<file path="config.mk">
export PLATFORM = sky130hd
export DESIGN_NAME = aph_host_port
export DESIGN_NICKNAME = d
export VERILOG_FILES = /design/src/logic/aph_pkg.sv /design/src/logic/aph_fifo.sv /design/src/logic/aph_host_port.sv
export SDC_FILE = /design/constraint.sdc
export NUM_CORES = 1
export LEC_CHECK = 0
export BUFFER_PORTS_ARGS = -buffer_cell sky130_fd_sc_hd__buf_2
export CORE_MARGIN = 8
export CORE_UTILIZATION = 30
export CTS_BUF_LIST = sky130_fd_sc_hd__clkbuf_8 sky130_fd_sc_hd__clkbuf_16
export DETAILED_ROUTE_END_ITERATION = 7
export GPL_TIMING_DRIVEN = 0
export PLACE_DENSITY = 0.57
export SLEW_MARGIN = 40
export SYNTH_ARGS = -nofsm -noshare
export SYNTH_HDL_FRONTEND = slang
export SYNTH_SLANG_ARGS = --single-unit
</file>
<file path="constraint.sdc">
create_clock -name clk -period 5.05 [get_ports clk]
set_input_delay 1.01 -clock clk [delete_from_list [all_inputs] [get_ports clk]]
set_output_delay 1.01 -clock clk [all_outputs]
set_load 0.01 [all_outputs]
</file>
<file path="src/logic/aph_pkg.sv">
// constants shared by the parallel host port logic
package aph_pkg;
	// ------------------------------------------------------------
	// bus and buffer sizes
	// ------------------------------------------------------------
	localparam int unsigned DATA_W     = 12;
	localparam int unsigned FIFO_DEPTH = 8;
	localparam int unsigned SYNC_W     = 4;

	// ------------------------------------------------------------
	// control word layout
	// ------------------------------------------------------------
	localparam int unsigned CW_SEL_BIT    = 10;
	localparam int unsigned CW_PAYLOAD_W  = 10;
	localparam int unsigned C0_RESET_BIT  = 0;
	localparam int unsigned C1_MODE_BIT   = 4;
	localparam int unsigned C1_POL_BIT    = 5;
	localparam int unsigned C1_TRIG_LSB   = 0;
	localparam int unsigned C1_TRIG_W     = 4;

	// ------------------------------------------------------------
	// reset values
	// ------------------------------------------------------------
	localparam logic [CW_PAYLOAD_W-1:0] CTRL0_RST = 10'h000;
	localparam logic [CW_PAYLOAD_W-1:0] CTRL1_RST = 10'h001;

	// samples_ready_output behaviour
	typedef enum logic [0:0] {
		APH_AV_NOT_EMPTY = 1'b0,
		APH_AV_TRIGGER   = 1'b1
	} aph_av_mode_t;

	// write strobe tracker
	typedef enum logic [1:0] {
		APH_WR_IDLE = 2'b00,
		APH_WR_HELD = 2'b01,
		APH_WR_DONE = 2'b10
	} aph_wr_state_t;
endpackage

</file>
<file path="src/logic/aph_fifo.sv">
// sample fifo with valid/ready on both sides and a flush
`timescale 1ns/10ps
module aph_fifo #(
	parameter int unsigned WIDTH = 12,
	parameter int unsigned DEPTH = 8
) (
	input  wire logic                       clk,
	input  wire logic                       srst,
	input  wire logic                       flush,
	input  wire logic [WIDTH-1:0]           in_data,
	input  wire logic                       in_valid,
	output logic                            in_ready,
	output logic [WIDTH-1:0]                out_data,
	output logic                            out_valid,
	input  wire logic                       out_ready,
	output logic [$clog2(DEPTH+1)-1:0]      level
);
	localparam int unsigned AW = $clog2(DEPTH);
	localparam int unsigned CW = $clog2(DEPTH+1);

	logic [WIDTH-1:0] mem [DEPTH];
	logic [AW-1:0]    wr_ptr_reg;
	logic [AW-1:0]    rd_ptr_reg;
	logic [CW-1:0]    count_reg;
	wire              push;
	wire              pop;

	function automatic logic [AW-1:0] ptr_inc(input logic [AW-1:0] p);
		ptr_inc = (p == AW'(DEPTH - 1)) ? '0 : p + 1'b1;
	endfunction

	assign in_ready  = (count_reg != CW'(DEPTH));
	assign out_valid = (count_reg != '0);
	assign push      = in_valid & in_ready & ~flush;
	assign pop       = out_valid & out_ready & ~flush;
	assign out_data  = mem[rd_ptr_reg];
	assign level     = count_reg;

	always_ff @(posedge clk) begin
		if (push) begin
			mem[wr_ptr_reg] <= in_data;
		end
	end

	always_ff @(posedge clk) begin
		if (srst || flush) begin
			wr_ptr_reg <= '0;
			rd_ptr_reg <= '0;
			count_reg  <= '0;
		end else begin
			if (push) wr_ptr_reg <= ptr_inc(wr_ptr_reg);
			if (pop) rd_ptr_reg <= ptr_inc(rd_ptr_reg);
			count_reg <= count_reg + CW'(push) - CW'(pop);
		end
	end
endmodule // aph_fifo

</file>
<file path="src/logic/aph_host_port.sv">
// parallel host port: strobe combination, sample readout, control load
//
// Notes on behaviour
// (RULE1) read strobe needs all selects, read, no write
// (RULE2) read strobe drops with first inactive input
// (RULE3) each read pops one word, drives bus
// (RULE4) write strobe needs all selects, write, no read
// (RULE5) write strobe drops with first inactive input
// (RULE6) write loads control register zero or one
// (RULE7) write pin: write strobe or read/write direction
// (RULE8) samples leave over twelve-bit parallel bus
// (RULE9) host resets and configures before reading samples
// (RULE10) samples ready output behaviour is programmable
// (RULE11) combined mode: host holds read pin high
// (RULE12) overflow flag set on lost data, init clears
// (RULE13) bus drivers off while read strobe inactive
`timescale 1ns/10ps
module aph_host_port
	import aph_pkg::*;
#(
	parameter int unsigned DATA_WIDTH = DATA_W,
	parameter int unsigned DEPTH      = FIFO_DEPTH
) (
	input  wire logic                    clk,
	input  wire logic                    srst,
	input  wire logic                    chip_select_a_n,
	input  wire logic                    chip_select_b,
	input  wire logic                    read_n,
	input  wire logic                    write_n,
	input  wire logic                    rw_combined,
	input  wire logic [DATA_WIDTH-1:0]   parallel_data_bus_in,
	output logic [DATA_WIDTH-1:0]        parallel_data_bus_out,
	output logic                         parallel_data_bus_oe_n,
	input  wire logic [DATA_WIDTH-1:0]   sample_data,
	input  wire logic                    sample_valid,
	output logic                         sample_ready,
	output logic                         samples_ready_output,
	output logic                         overflow_flag,
	output logic [CW_PAYLOAD_W-1:0]      ctrl0_value,
	output logic [CW_PAYLOAD_W-1:0]      ctrl1_value
);
	localparam int unsigned LW = $clog2(DEPTH+1);

	// ------------------------------------------------------------
	// pin synchronisers
	// ------------------------------------------------------------
	// pins come from the host's bus timing, so two flops each
	logic [SYNC_W-1:0]     ctl_meta_reg;
	logic [SYNC_W-1:0]     ctl_sync_reg;
	logic [DATA_WIDTH-1:0] dat_meta_reg;
	logic [DATA_WIDTH-1:0] dat_sync_reg;
	logic                  mode_meta_reg;
	logic                  mode_sync_reg;

	always_ff @(posedge clk) begin
		ctl_meta_reg  <= {chip_select_a_n, chip_select_b, read_n, write_n};
		ctl_sync_reg  <= ctl_meta_reg;
		dat_meta_reg  <= parallel_data_bus_in;
		dat_sync_reg  <= dat_meta_reg;
		mode_meta_reg <= rw_combined;
		mode_sync_reg <= mode_meta_reg;
	end

	// ------------------------------------------------------------
	// strobe combination
	// ------------------------------------------------------------
	wire sel_a_pin_n;
	wire sel_b_pin;
	wire rd_pin_n;
	wire wr_pin_n;
	wire sel_a_act;
	wire sel_b_act;
	wire rd_pin_act;
	wire wr_pin_act;
	wire both_sel;
	wire rd_want;
	wire wr_want;
	wire rd_strobe;
	wire wr_strobe;

	assign {sel_a_pin_n, sel_b_pin, rd_pin_n, wr_pin_n} = ctl_sync_reg;
	assign sel_a_act  = ~sel_a_pin_n;
	assign sel_b_act  = sel_b_pin;
	assign rd_pin_act = ~rd_pin_n;
	assign wr_pin_act = ~wr_pin_n;
	assign both_sel   = sel_a_act & sel_b_act;

	// in combined mode the write pin is a direction: high reads, low
	// writes; the read pin is expected to sit high and is ignored
	assign rd_want = mode_sync_reg ? ~wr_pin_act              // [RULE7]
	                               : (rd_pin_act & ~wr_pin_act); // [RULE1]
	assign wr_want = mode_sync_reg ? wr_pin_act               // [RULE7] [RULE11]
	                               : (wr_pin_act & ~rd_pin_act); // [RULE4]
	// any input going inactive removes the strobe at once
	assign rd_strobe = both_sel & rd_want; // [RULE1] [RULE2]
	assign wr_strobe = both_sel & wr_want; // [RULE4] [RULE5]

	logic rd_strobe_reg;
	wire  rd_rise;
	wire  wr_fall;

	always_ff @(posedge clk) begin
		if (srst) begin
			rd_strobe_reg <= 1'b0;
		end else begin
			rd_strobe_reg <= rd_strobe;
		end
	end

	assign rd_rise = rd_strobe & ~rd_strobe_reg;

	// ------------------------------------------------------------
	// sample buffer
	// ------------------------------------------------------------
	logic                  soft_reset;
	wire  [DATA_WIDTH-1:0] head_data;
	wire                   head_valid;
	wire  [LW-1:0]         fifo_level;
	wire                   pop_req;

	// no pop while flushing, else the bus would show a discarded word
	assign pop_req = rd_rise & head_valid & ~soft_reset; // [RULE3]

	aph_fifo #(
		.WIDTH (DATA_WIDTH),
		.DEPTH (DEPTH)
	) u_fifo (
		.clk       (clk),
		.srst      (srst),
		.flush     (soft_reset),
		.in_data   (sample_data),
		.in_valid  (sample_valid),
		.in_ready  (sample_ready),
		.out_data  (head_data),
		.out_valid (head_valid),
		.out_ready (pop_req),
		.level     (fifo_level)
	);

	// ------------------------------------------------------------
	// read data path
	// ------------------------------------------------------------
	logic [DATA_WIDTH-1:0] dout_reg;
	logic [DATA_WIDTH-1:0] dout_next;

	// an empty read repeats the last word rather than inventing one
	assign dout_next = pop_req ? head_data : dout_reg; // [RULE3] [RULE8]

	always_ff @(posedge clk) begin
		if (srst) begin
			dout_reg <= '0;
		end else begin
			dout_reg <= dout_next;
		end
	end

	assign parallel_data_bus_out  = dout_reg;
	// drivers stay off between reads so other agents own the bus
	assign parallel_data_bus_oe_n = ~rd_strobe; // [RULE3] [RULE13]

	// ------------------------------------------------------------
	// write strobe tracking and control load
	// ------------------------------------------------------------
	aph_wr_state_t         wr_state_reg;
	aph_wr_state_t         wr_state_next;
	logic [DATA_WIDTH-1:0] wr_latch_reg;

	always_comb begin
		wr_state_next = wr_state_reg;
		case (wr_state_reg)
			APH_WR_IDLE: begin
				if (wr_strobe) wr_state_next = APH_WR_HELD;
			end
			APH_WR_HELD: begin
				if (!wr_strobe) wr_state_next = APH_WR_DONE;
			end
			APH_WR_DONE: begin
				wr_state_next = wr_strobe ? APH_WR_HELD : APH_WR_IDLE;
			end
			default: wr_state_next = APH_WR_IDLE;
		endcase
	end

	// the word is taken at the end of the strobe, last value seen
	// while it was still active
	always_ff @(posedge clk) begin
		if (srst) begin
			wr_state_reg <= APH_WR_IDLE;
			wr_latch_reg <= '0;
		end else begin
			wr_state_reg <= wr_state_next;
			if (wr_strobe) wr_latch_reg <= dat_sync_reg;
		end
	end

	// end of a held strobe marks the one cycle in which the word lands
	assign wr_fall = ~wr_strobe & (wr_state_reg == APH_WR_HELD); // [RULE6]

	logic [CW_PAYLOAD_W-1:0] ctrl0_reg;
	logic [CW_PAYLOAD_W-1:0] ctrl1_reg;
	wire                     load0;
	wire                     load1;
	wire [CW_PAYLOAD_W-1:0]  payload;

	assign payload = wr_latch_reg[CW_PAYLOAD_W-1:0];
	assign load0   = wr_fall & ~wr_latch_reg[CW_SEL_BIT]; // [RULE6]
	assign load1   = wr_fall & wr_latch_reg[CW_SEL_BIT];  // [RULE6]

	// the reset bit gives a one-cycle soft_reset pulse, though ctrl0_reg keeps the written word, reset bit included
	always_ff @(posedge clk) begin
		if (srst) begin
			ctrl0_reg  <= CTRL0_RST;
			ctrl1_reg  <= CTRL1_RST;
			soft_reset <= 1'b0;
		end else begin
			if (load0) ctrl0_reg <= payload;
			if (load1) ctrl1_reg <= payload;
			soft_reset <= load0 & payload[C0_RESET_BIT]; // [RULE9]
		end
	end

	assign ctrl0_value = ctrl0_reg;
	assign ctrl1_value = ctrl1_reg;

	// ------------------------------------------------------------
	// overflow flag
	// ------------------------------------------------------------
	logic overflow_reg;
	wire  lost_sample;

	assign lost_sample = sample_valid & ~sample_ready;

	// a loss in the very cycle of the init still counts
	always_ff @(posedge clk) begin
		if (srst) begin
			overflow_reg <= 1'b0;
		end else if (lost_sample) begin
			overflow_reg <= 1'b1; // [RULE12]
		end else if (soft_reset) begin
			overflow_reg <= 1'b0; // [RULE12]
		end
	end

	assign overflow_flag = overflow_reg;

	// ------------------------------------------------------------
	// samples ready output
	// ------------------------------------------------------------
	aph_av_mode_t          av_mode;
	wire  [C1_TRIG_W-1:0]  trig_level;
	wire                   av_raw;
	logic                  av_reg;

	assign av_mode    = aph_av_mode_t'(ctrl1_reg[C1_MODE_BIT]);
	assign trig_level = ctrl1_reg[C1_TRIG_LSB +: C1_TRIG_W];
	assign av_raw     = (av_mode == APH_AV_TRIGGER)
	                  ? (fifo_level >= LW'(trig_level))
	                  : head_valid; // [RULE10]

	always_ff @(posedge clk) begin
		if (srst) begin
			av_reg <= 1'b0;
		end else begin
			av_reg <= av_raw ^ ctrl1_reg[C1_POL_BIT]; // [RULE10]
		end
	end

	assign samples_ready_output = av_reg;

	// ------------------------------------------------------------
	// checks
	// ------------------------------------------------------------
	rd_needs_all_a: assert property (@(posedge clk) disable iff (srst) // [RULE1]
		(rd_strobe && !mode_sync_reg) |->
			(sel_a_act && sel_b_act && rd_pin_act && !wr_pin_act))
		else $error("read strobe without full select");

	rd_drop_a: assert property (@(posedge clk) disable iff (srst) // [RULE2]
		(sel_a_pin_n || !sel_b_pin || (rd_pin_n && !mode_sync_reg)) |->
			(!rd_strobe && parallel_data_bus_oe_n))
		else $error("read strobe held after deselect");

	pop_one_a: assert property (@(posedge clk) disable iff (srst) // [RULE3]
		(rd_rise && head_valid && !soft_reset) |=> (dout_reg == $past(head_data)))
		else $error("read did not present fifo head");

	wr_needs_all_a: assert property (@(posedge clk) disable iff (srst) // [RULE4]
		(wr_strobe && !mode_sync_reg) |->
			(sel_a_act && sel_b_act && wr_pin_act && !rd_pin_act))
		else $error("write strobe without full select");

	wr_drop_a: assert property (@(posedge clk) disable iff (srst) // [RULE5]
		(sel_a_pin_n || !sel_b_pin || wr_pin_n) |-> !wr_strobe)
		else $error("write strobe held after deselect");

	ctrl_load_a: assert property (@(posedge clk) disable iff (srst) // [RULE6]
		load1 |=> (ctrl1_reg == $past(payload)) && $stable(ctrl0_reg))
		else $error("control word went to wrong register");

	combined_mode_a: assert property (@(posedge clk) disable iff (srst) // [RULE7]
		(mode_sync_reg && both_sel) |-> (rd_strobe != wr_strobe))
		else $error("combined mode strobes not exclusive");

	bus_off_a: assert property (@(posedge clk) disable iff (srst) // [RULE13]
		!rd_strobe |-> parallel_data_bus_oe_n)
		else $error("bus driven outside read");

	ovf_set_a: assert property (@(posedge clk) disable iff (srst) // [RULE12]
		lost_sample |=> overflow_flag ##1 (overflow_flag || $past(soft_reset)))
		else $error("overflow not flagged");

	ovf_clear_a: assert property (@(posedge clk) disable iff (srst) // [RULE12]
		(soft_reset && !lost_sample) |=> !overflow_flag)
		else $error("init did not clear overflow");

	av_level_a: assert property (@(posedge clk) disable iff (srst) // [RULE10]
		(av_mode == APH_AV_NOT_EMPTY && !ctrl1_reg[C1_POL_BIT]) |=>
			(samples_ready_output == ($past(fifo_level) != '0)))
		else $error("samples ready not tracking fill");

	av_follow_a: assert property (@(posedge clk) disable iff (srst) // [RULE10]
		(av_mode == APH_AV_TRIGGER) |=>
			(samples_ready_output == (($past(fifo_level) >=
				LW'($past(trig_level))) ^ $past(ctrl1_reg[C1_POL_BIT]))))
		else $error("samples ready trigger wrong");
endmodule // aph_host_port

</file>
* Word level (Yosys, flattened, before mapping)
Memory sizes are Yosys's and may differ from the RTL's. A register that Yosys moved wholly into a read port is not among the register bits.
Cells that the tools add are included.
** Storage, ports and cells
- Register bits :: 79
- Latch bits :: 0
- Bits in writable memories :: 96
- ROM bits :: 0
- Output and inout port bits :: 36
- Memories kept :: 1
** Operators by class
- Add/sub/neg operators :: 4
- $mul :: 0
- Divide/modulo/power cells :: 0
- Magnitude comparators :: 1
- Equal/unequal tests :: 7
- Shifts and indexed selects :: 0
- Mux-type cells :: 13
- Bitwise gates (word level) :: 27
- Reduce and logical (&&, ||, !) cells :: 5
** Memory list
- u_fifo.mem :: depth 8, bits a word 12, read ports 1, clocked after Yosys merged registers in 1, write ports 1, RTL line aph_fifo.sv:21 : logic [WIDTH-1:0] mem [DEPTH];
** Operators with widths (count)
- $and A1 B1 Y1 :: 17
- $not A1 Y1 :: 9
- $mux W1 :: 8
- $add A3 B1 Y3 const B :: 2
- $eq A3 B3 Y1 const B :: 2
- $mux W3 :: 2
- $pmux W2 S3 :: 1
- $add A4 B1 Y4 :: 1
- $ge A4 B4 Y1 :: 1
- $mux W2 :: 2
- $ne A2 B2 Y1 const B :: 2
- $ne A4 B4 Y1 const B :: 1
- $reduce_bool A4 Y1 :: 1
- $sub A4 B1 Y4 :: 1
- $eq A2 B1 Y1 const B :: 1
- $eq A2 B2 Y1 const B :: 1
- $logic_not A2 Y1 :: 1
- $reduce_and A2 Y1 :: 1
- $reduce_bool A2 Y1 :: 1
- $logic_or A1 B1 Y1 :: 1
- $xor A1 B1 Y1 :: 1

* Logic depth before layout (Yosys ltp)
Gate-level depths: netlist (run 1).
- Depth after elaboration :: 10
- Depth in mapped cells :: 13
- Mapped depth without buffers :: 12

* Modules after synthesis
A second synthesis (run 1) with hierarchy kept.
** Second synthesis, totals
- Cells, all modules :: 442
- Area total of the unflattened synthesis :: 6924.1 µm²
** Modules (own cells, without submodules)
- aph_fifo :: times used 1, cells an instance 215, area an instance 4394.2 µm², sequential area each 3143.0 µm²
- aph_host_port :: times used 1, cells an instance 227, area an instance 2529.9 µm², sequential area each 1621.6 µm²

* Least setup slack after synthesis (run 1)
No wires, ideal clock.
- Path type :: input to register
- From :: in sample_valid
- To :: mem u_fifo.mem[0][0], enable pin
- Setup time :: 0.412 ns
- Arrival :: 2.521 ns
- Path slack :: 2.116 ns
- Cell stages on the path :: 3
- Buffers on the path :: 0
- Cell sequence :: nand2_1 > or2_4 > nor4_1
** Between the ends
- Word-level cells in the longest chain between the ends :: 4
** RTL lines
- start, declared :: RTL line aph_host_port.sv:35 : input wire logic sample_valid,
- $and A1 B1 Y1 (2 in series) :: RTL line aph_fifo.sv:34 : assign push = in_valid & in_ready & ~flush;
- $mux W1 :: RTL line aph_fifo.sv:40 : if (push) begin
- $mux W1 (not written as such) :: RTL line aph_fifo.sv:41 : mem[wr_ptr_reg] <= in_data;
- end, declared :: RTL line aph_fifo.sv:21
Every way passes these cells.

* Worst setup path after layout (run 1)
- From :: reg u_fifo.count_reg[2], in the netlist u_fifo.level[2]
- To :: mem u_fifo.mem[7][9], enable pin
** Between the ends
- Word-level cells in the longest chain between the ends :: 5
** RTL lines
- start, declared :: RTL line aph_fifo.sv:24 : logic [CW-1:0] count_reg;
- start signal, assigned :: RTL line aph_fifo.sv:53 : count_reg <= count_reg + CW'(push) - CW'(pop);
- $ne A4 B4 Y1 :: RTL line aph_fifo.sv:32 : assign in_ready = (count_reg != CW'(DEPTH));
- $and A1 B1 Y1 (2 in series) :: RTL line aph_fifo.sv:34
- via u_fifo.push :: RTL line aph_fifo.sv:25 : wire push;
- $mux W1 :: RTL line aph_fifo.sv:40
- $mux W1 (not written as such) :: RTL line aph_fifo.sv:41
The timed path passes the listed nets, and every way through them passes these cells.

==> results of run 1 <==
-- metrics by stage --
step	worst slack, ns	cell area (um^2)	hold slack (ns)	util, %	std cells
final	2.36	8120	0.326	36.3	826
after global routing	2.20	8120	0.331	36.3	826
after CTS	2.35	8110	0.329	36.3	826
after detailed placement	2.14	7550	0.313	33.8	794
after global placement	0.596	7440	0.312	33.3	783
after floorplan	2.12	6760	0.310	-	433
-- cells by family (layout without fill, tap and decap cells) --
kind of cell | Yosys count | after routing | share of synthesized area (%)
buffers and inverters | 35 | 143 | 2.80
AO/OA/AOI/OAI | 25 | 25 | 2.67
adder cells (fa/ha/maj) | 15 | 15 | 2.89
flip-flops | 187 | 187 | 69.6
AND/OR/NAND/NOR | 99 | 99 | 6.96
XOR/XNOR | 2 | 2 | 0.259
multiplexers | 70 | 70 | 14.8
-- critical path, stage by stage (launching register included) --
cell	delay, ns
dfxtp_1	0.34
inv_1	0.08
ha_1	0.19
nor3b_1	0.15
inv_1	0.14
nand2_1	0.11
or2_4	0.28
inv_1	0.12
nand2_1	0.20
nor2_2	0.70
-- per-layer routing --
| metal | wire length (um) | track usage [%] | part of all wire, % | up-vias |
|---|---|---|---|---|
| met5 | 8 | 0 | 0.056 | - |
| met4 | 205 | 3.95 | 1.4 | 2 |
| met3 | 572 | 3.04 | 4.0 | 19 |
| met2 | 7430 | 18.5 | 52 | 68 |
| met1 | 5940 | 12.2 | 42 | 1869 |
| li1 | - | - | - | 1776 |
-- power by group --
part           switching (uW)  internal (uW)
sequential               39.3           1680
combinational             203            167
clock                     583            686
total                     825           2530
-- cell usage in the layout, fill, tap and decap left out, types with 3 or more instances in the layout --
cell | synthesis | layout
dfxtp_1 | 91 | 91
ha_1 | 14 | 14
clkinvlp_4 | 0 | 3
nor3b_1 | 4 | 4
nand2b_1 | 6 | 6
a211oi_1 | 12 | 12
buf_2 | 4 | 74
mux4_2 | 24 | 24
nand2_1 | 7 | 7
inv_1 | 14 | 15
nor3_2 | 1 | 5
mux2i_1 | 46 | 46
buf_6 | 5 | 5
nand3_1 | 3 | 3
clkbuf_1 | 8 | 8
buf_4 | 4 | 10
a21oi_1 | 7 | 7
edfxtp_1 | 96 | 96
inv_6 | 0 | 5
clkbuf_16 | 0 | 17
nor2_1 | 60 | 57
-- area by class of cell --
type	count	area share, %
buffer	21	1.68
timing repair buffer	76	4.87
sequential	187	58.0
multi-input combinational	211	23.5
clock inverter	15	1.68
inverter	14	0.648
tap	285	4.39
clock buffer	17	5.24
-- synth_stat cells, types with 2 or more instances --
cell type | n | area (um^2)
dfxtp_1 | 91 | 1820
a211oi_1 | 12 | 90.1
clkbuf_1 | 8 | 30.0
inv_1 | 14 | 52.6
mux2i_1 | 46 | 460
nand2_1 | 7 | 26.3
xnor2_1 | 2 | 17.5
a21oi_1 | 7 | 35.0
edfxtp_1 | 96 | 2880
ha_1 | 14 | 175
nor3_1 | 6 | 30.0
buf_6 | 5 | 56.3
a21o_1 | 2 | 15.0
buf_4 | 4 | 30.0
nand3_1 | 3 | 15.0
mux4_2 | 24 | 541
nor2b_1 | 2 | 12.5
buf_2 | 4 | 20.0
nor2_1 | 60 | 225
nor4_1 | 2 | 12.5
nor3b_1 | 4 | 30.0
nand2b_1 | 6 | 37.5
-- worst max path at each step --
stage / startpoint / endpoint / slack (ns) / depth (start not counted)
2_1_floorplan: sample_valid / u_fifo.mem[0][0]$_DFFE_PP_ / 2.12 / 3
3_3_place_gp: sample_valid / u_fifo.mem[0][6]$_DFFE_PP_ / 0.60 / 4
3_5_place_dp: sample_valid / u_fifo.mem[5][6]$_DFFE_PP_ / 2.14 / 6
4_1_cts: u_fifo.level[2]$_SDFF_PP0_ / u_fifo.mem[5][10]$_DFFE_PP_ / 2.35 / 9
5_1_grt: u_fifo.level[2]$_SDFF_PP0_ / u_fifo.mem[7][9]$_DFFE_PP_ / 2.20 / 9
6_report: u_fifo.level[2]$_SDFF_PP0_ / u_fifo.mem[7][9]$_DFFE_PP_ / 2.36 / 9
==> qor.txt, run 1 <==
status -> finished clean
Pleak -> 0.00299 uW
total inserted antenna cells -> 0
# setup viols final -> 0
TritonRoute pass-1 iters -> 4
clock-pin transition on the worst setup and hold timing paths -> 0.07 ns
GRT Overall Usage -> 10.6%
Root Buffer -> clkbuf_16
Worst R2R Start -> u_fifo.level[2]$_SDFF_PP0_
crit path DAT -> 2.75 ns
EDFF count, synth -> 96
dpl hpwl -> 9990 um
Worst setup EP type -> flip-flop
PD cells -> 414 mW/mm^2
post-synth net total -> 480
Max Fclk -> 372 MHz
area grow syn2layout -> 20.1%
initial antenna violation count -> 1
max reg flops -> 96
nets@finish -> 575
CTS buffer count -> 17
FF-to-FF End -> u_fifo.mem[7][9]$_DFFE_PP_
drt wl/cell -> 17.1 um
Routed Antenna Nets -> 0
critical path class -> reg2reg
Hold Path Origin -> dat_meta_reg[0]$_DFF_P_
WL final -> 14,200 um
dominant synthesized flop cell -> edfxtp_1
buffers added on ports -> 65
Congestion Overflow GR -> 0
Core Box Area -> 0.0224 mm^2
CTS max path bufs -> 2
fin. max-slew vios -> 0
Avg Cell Area, Syn -> 15.6 um^2
relative slew slack -> 46.9%
share of cells above drive strength 1 -> 28.8%
worst skew pair latency -> 0.43 ns
first-pass GRT wire length -> 22,000 um
PostCTS Resize Cnt -> 0
Ys Warns -> 0
Initial Util -> 30.2%
hold path endpoint -> dat_sync_reg[0]$_DFF_P_
Tcrit/Tclk final -> 53.2%
Critical Path RT -> 5.11 ns
RSZ-0062 raised after global routing -> false
H-tree levels -> 4
total power -> 3360 uW
crit path launch type -> flip-flop
vias in the first global route -> 3,889
CTS tree -> built
clk sinks -> 187
Syn Std Cell Area -> 0.00676 mm^2
I/O Pins -> 68
drt drc -> 0
synth unique cells -> 36
register area share after synthesis -> 69.6%
DRT iter0 DRCs -> 253
flops & latches, synth -> 187
GP Congestion -> 0.700
row cnt -> 55
Worst Tran Pin Value -> 0.796 ns
Multi-input gate area -> 0.00191 mm^2
die area -> 0.0276 mm^2
Biggest register -> u_fifo.mem
Die Wd -> 166 um
Max FO, Critical Path -> 12
Syn Inst Count -> 433
post-synthesis async set-or-reset flop share -> 0%
storage element area -> 0.00470 mm^2
Clock Skew -> 0.00917 ns
largest net degree at the start of global routing -> 18
R2R Setup Slk -> 2.36 ns
routed via count -> 3,734
Worst Reg-to-Reg Cells -> 9
number of fill cells -> 2,088
min Tclk post-route -> 2.69 ns
Worst IR Drop VDD -> 0.225 mV
postcts setup bufs -> 0
max cap viols -> 0
total negative setup slack -> 0 ns
vias per cell -> 4.52
Worst Hold Class -> reg2reg
Hold Path Depth -> 0
Die Ht -> 166 um
CTS Hold Bufs -> 0
final hold violation count -> 0
(Power assumes the default switching activity.)
==> inputs of run 2 (changes only) <==
--- a/config.mk
+++ b/config.mk
@@ -5,13 +5,14 @@
 export SDC_FILE = /design/constraint.sdc
 export NUM_CORES = 1
 export LEC_CHECK = 0
+export ABC_AREA = 1
 export BUFFER_PORTS_ARGS = -buffer_cell sky130_fd_sc_hd__buf_2
 export CORE_MARGIN = 8
 export CORE_UTILIZATION = 30
 export CTS_BUF_LIST = sky130_fd_sc_hd__clkbuf_8 sky130_fd_sc_hd__clkbuf_16
 export DETAILED_ROUTE_END_ITERATION = 7
 export GPL_TIMING_DRIVEN = 0
-export PLACE_DENSITY = 0.57
+export PLACE_DENSITY = 0.59
 export SLEW_MARGIN = 40
 export SYNTH_ARGS = -nofsm -noshare
 export SYNTH_HDL_FRONTEND = slang
==> constraint.sdc (replaced) <==
create_clock -name clk -period 2.4 [get_ports clk]
set_input_delay 0.48 -clock clk [delete_from_list [all_inputs] [get_ports clk]]
set_output_delay 0.48 -clock clk [all_outputs]
set_load 0.01 [all_outputs]
==> run 2 against run 1 <==
- routed wire length grew 14%
- non-clock buffer count is 3 lower
- clock skew rose by 0.00078 ns
- combinational power grew to 2.7 times the previous value
- largest power group unchanged
- critical endpoint is now u_fifo.mem[6][0]$_DFFE_PP_
- global-route usage increased by 0.91 points
- critical path type unchanged
- hold slack worse by 0.18 ns
- via count up 30%
- area after synthesis increased by 5.7%
- worst setup slack lost 2.2 ns
- utilization barely moved
==> qor.txt, run 2 <==
status -> finished clean
Hold Path Depth -> 1 (+1)
Clock Skew -> 0.00995 ns (+0.000783 ns)
Synth area leader -> edfxtp_1
Ys Warns -> 0 (unchanged)
sequential power share -> 49.7% (-1.5 points)
Biggest register -> u_fifo.mem
sw frac -> 26.9% (+2.4 points)
total power -> 7350 uW (+120%)
TritonRoute pass-1 iters -> 6 (+2)
drt wl/cell -> 14.3 um (-17%)
crit path launch type -> flip-flop
setup ws final -> 0.116 ns (-2.25 ns)
vias in the first global route -> 4,645 (+19%)
clock-pin transition on the worst setup and hold timing paths -> 0.07 ns (about the same)
worst hold margin -> 0.149 ns (-0.177 ns)
Hold Path Origin -> rw_combined
final hold violation count -> 0 (unchanged)
H-tree levels -> 4 (unchanged)
Worst Hold Class -> in2reg
register area share after synthesis -> 65.8% (-3.8 points)
row cnt -> 56 (+1.8%)
Initial Util -> 30.5% (+0.32 points)
Avg Cell Area, Syn -> 9.95 um^2 (-36%)
Max Fclk -> 438 MHz (+18%)
EDFF count, synth -> 96 (unchanged)
hold path endpoint -> mode_meta_reg$_DFF_P_
flops & latches, synth -> 187 (unchanged)
worst-path cell with the longest stage delay -> nor2_2
Clk pwr share -> 36.6% (-1.2 points)
largest net degree at the start of global routing -> 18 (unchanged)
worst path cell trace -> inv_1 -> ha_1 -> nand3_1 -> nand3b_1 -> inv_1 -> nand2_1 -> nor2_2
Die Wd -> 170 um (+2.6%)
Internal -> 5370 uW (+110%)
crit-path most repeated cell -> inv_1
most frequent cells in the layout -> 191 x nand2_1, 103 x inv_1, 96 x edfxtp_1, 91 x dfxtp_1, 77 x buf_2
vias per cell -> 4.28 (-5.4%)
min Tclk post-route -> 2.28 ns (-0.404 ns)
RSZ-0062 raised after global routing -> true
Psw -> 1980 uW (+140%)
Die Ht -> 170 um (+2.6%)
clk sinks -> 187 (unchanged)
Congestion Overflow GR -> 0 (unchanged)
fin. max-slew vios -> 0 (unchanged)
most common cell in the netlist -> nand2_1
FF-to-FF End -> u_fifo.mem[6][0]$_DFFE_PP_
Worst IR Drop VDD -> 0.520 mV (+130%)
initial antenna violation count -> 0 (-1)
# setup viols final -> 0 (unchanged)
Tcrit/Tclk final -> 95.1% (+42 points)
Synth top area share -> 40.3% (-2.3 points)
CTS Hold Bufs -> 0 (unchanged)
WL final -> 16,200 um (+14%)
worst skew pair latency -> 0.43 ns (about the same)
area grow syn2layout -> 19.0%
max cap viols -> 0 (unchanged)
post-synth net total -> 765 (+59%)
Core Box Area -> 0.0234 mm^2 (+4.6%)
Worst R2R Start -> u_fifo.level[2]$_SDFF_PP0_
Syn Inst Count -> 718 (+66%)
R2R Setup Slk -> 0.12 ns (-2.25 ns)
Pleak -> 0.00360 uW (+20%)
most frequent cells after synthesis -> 192 x nand2_1, 102 x inv_1, 96 x edfxtp_1, 91 x dfxtp_1, 76 x nand3_1
CTS max path bufs -> 2 (unchanged)
nets@finish -> 850 (+48%)
total inserted antenna cells -> 0 (unchanged)
share of cells above drive strength 1 -> 17.0% (-12 points)
dominant synthesized flop cell -> edfxtp_1
CTS tree -> built
first-pass GRT wire length -> 25,100 um (+14%)
routed via count -> 4,856 (+30%)
relative slew slack -> 45.9% (-0.99 points)
post-placement setup slack -> -0.113 ns (-2.26 ns)
GRT Overall Usage -> 11.5% (+0.91 points)
Syn Std Cell Area -> 0.00715 mm^2 (+5.7%)
top cells by area, synth -> edfxtp_1 40%, dfxtp_1 25%, nand2_1 10%, inv_1 5.4%, nand3_1 5.3%
Logic pwr share -> 13.7% (+2.7 points)
buffers added on ports -> 65 (unchanged)
commonest non-fill, non-tap cell in the layout -> nand2_1
GP Congestion -> 0.786 (+12%)
post-route cell area -> 0.00850 mm^2 (+4.8%)
Routed Antenna Nets -> 0 (unchanged)
critical path class -> reg2reg
PD cells -> 865 mW/mm^2 (+110%)
Worst Reg-to-Reg Cells -> 7 (-2)
post-synthesis async set-or-reset flop share -> 0% (unchanged)
Critical Path RT -> 2.45 ns (-2.66 ns)
Max stage delay on crit path -> 0.68 ns (-0.02 ns)
Max FO, Critical Path -> 12 (unchanged)
Worst setup EP type -> flip-flop
synth unique cells -> 29 (-19%)
die area -> 0.0290 mm^2 (+5.2%)
drt drc -> 0 (unchanged)
dpl hpwl -> 11,000 um (+10%)
CTS buffer count -> 17 (unchanged)
crit path DAT -> 2.34 ns (-0.41 ns)
I/O Pins -> 68 (unchanged)
Root Buffer -> clkbuf_16
Worst Tran Pin Value -> 0.811 ns (+0.0148 ns)
Cell Area, Placed -> 0.00790 mm^2 (+4.6%)
DRT iter0 DRCs -> 313 (+24%)
max reg flops -> 96 (unchanged)
==> run 2: per-stage QoR <==
| step | utilization, % | TNS, ns | std cells |
|---|---|---|---|
| final | 36.3 | 0 | 1135 |
| after global routing | 36.3 | -1.68 | 1135 |
| after CTS | 36.2 | 0 | 1135 |
| after detailed placement | 33.7 | -0.308 | 1102 |
| after global placement | 33.6 | -16.15 | 1102 |
| after floorplan | - | 0 | 718 |
==> run 2: final cells by class <==
class                           count  area [um^2]
Buffer                             28          180
Inverter                          107          402
Sequential cell                   187         4700
Timing Repair Buffer               66          333
Clock inverter                     13          101
Clock buffer                       19          464
Tap cell                          319          399
Multi-Input combinational cell    396         1920
Fill cell                        2384        14900
==> run 2: worst max path at each step <==
| stage | startpoint | to | slack, ns | cells past startpoint |
|---|---|---|---|---|
| 2_1_floorplan | u_fifo.level[2]$_SDFF_PP0_ | u_fifo.level[1]$_SDFF_PP0_ | 0.31 | 12 |
| 3_3_place_gp | u_fifo.level[2]$_SDFF_PP0_ | u_fifo.mem[0][8]$_DFFE_PP_ | -0.31 | 7 |
| 3_5_place_dp | u_fifo.level[2]$_SDFF_PP0_ | u_fifo.level[3]$_SDFF_PP0_ | -0.11 | 14 |
| 4_1_cts | u_fifo.level[2]$_SDFF_PP0_ | u_fifo.mem[2][3]$_DFFE_PP_ | 0.08 | 7 |
| 5_1_grt | u_fifo.level[2]$_SDFF_PP0_ | u_fifo.mem[6][0]$_DFFE_PP_ | -0.09 | 7 |
| 6_report | u_fifo.level[2]$_SDFF_PP0_ | u_fifo.mem[6][0]$_DFFE_PP_ | 0.12 | 7 |
==> run 2: routing by layer <==
| metal | wire length (um) | GRT usage (%) | up-vias |
|---|---|---|---|
| li1 | - | - | 2482 |
| met1 | 7000 | 13.9 | 2256 |
| met2 | 8220 | 19.8 | 101 |
| met3 | 706 | 2.22 | 17 |
| met4 | 257 | 4.69 | 0 |
| met5 | 0 | 0 | - |
==> run 2: cell families after synthesis <==
family,count (synthesis),share of synthesized area (%)
XOR/XNOR,1,0.123
buffers and inverters,135,8.09
flip-flops,187,65.8
AND/OR/NAND/NOR,320,18.9
adder cells (fa/ha/maj),15,2.73
AO/OA/AOI/OAI,60,4.31
==> run 2: worst max-delay path, delay by kind of cell, from the launching register on <==
kind	cells	cell delay (ns)
buffers and inverters	2	0.19
and+or+nand+nor	4	1.17
adders and majority gates	1	0.19
DFF	1	0.35
==> run 2: what timing repair did <==
| action | 4_1_cts | 5_1_grt |
|---|---|---|
| buffers inserted | 1 | 0 |
| pin swaps | 1 | 0 |
| gates resized for setup | 1 | 3 |
| setup endpoints to repair | 3 | 26 |
==> run 2: power by group through the flow <==
stage	Combinational (uW)	Sequential, uW	Clock (uW)
2_1_floorplan	652	3720	0
3_3_place_gp	948	3730	0
3_5_place_dp	988	3730	0
4_1_cts	996	3660	2750
5_1_grt	1150	3680	2880
6_report	1010	3660	2690
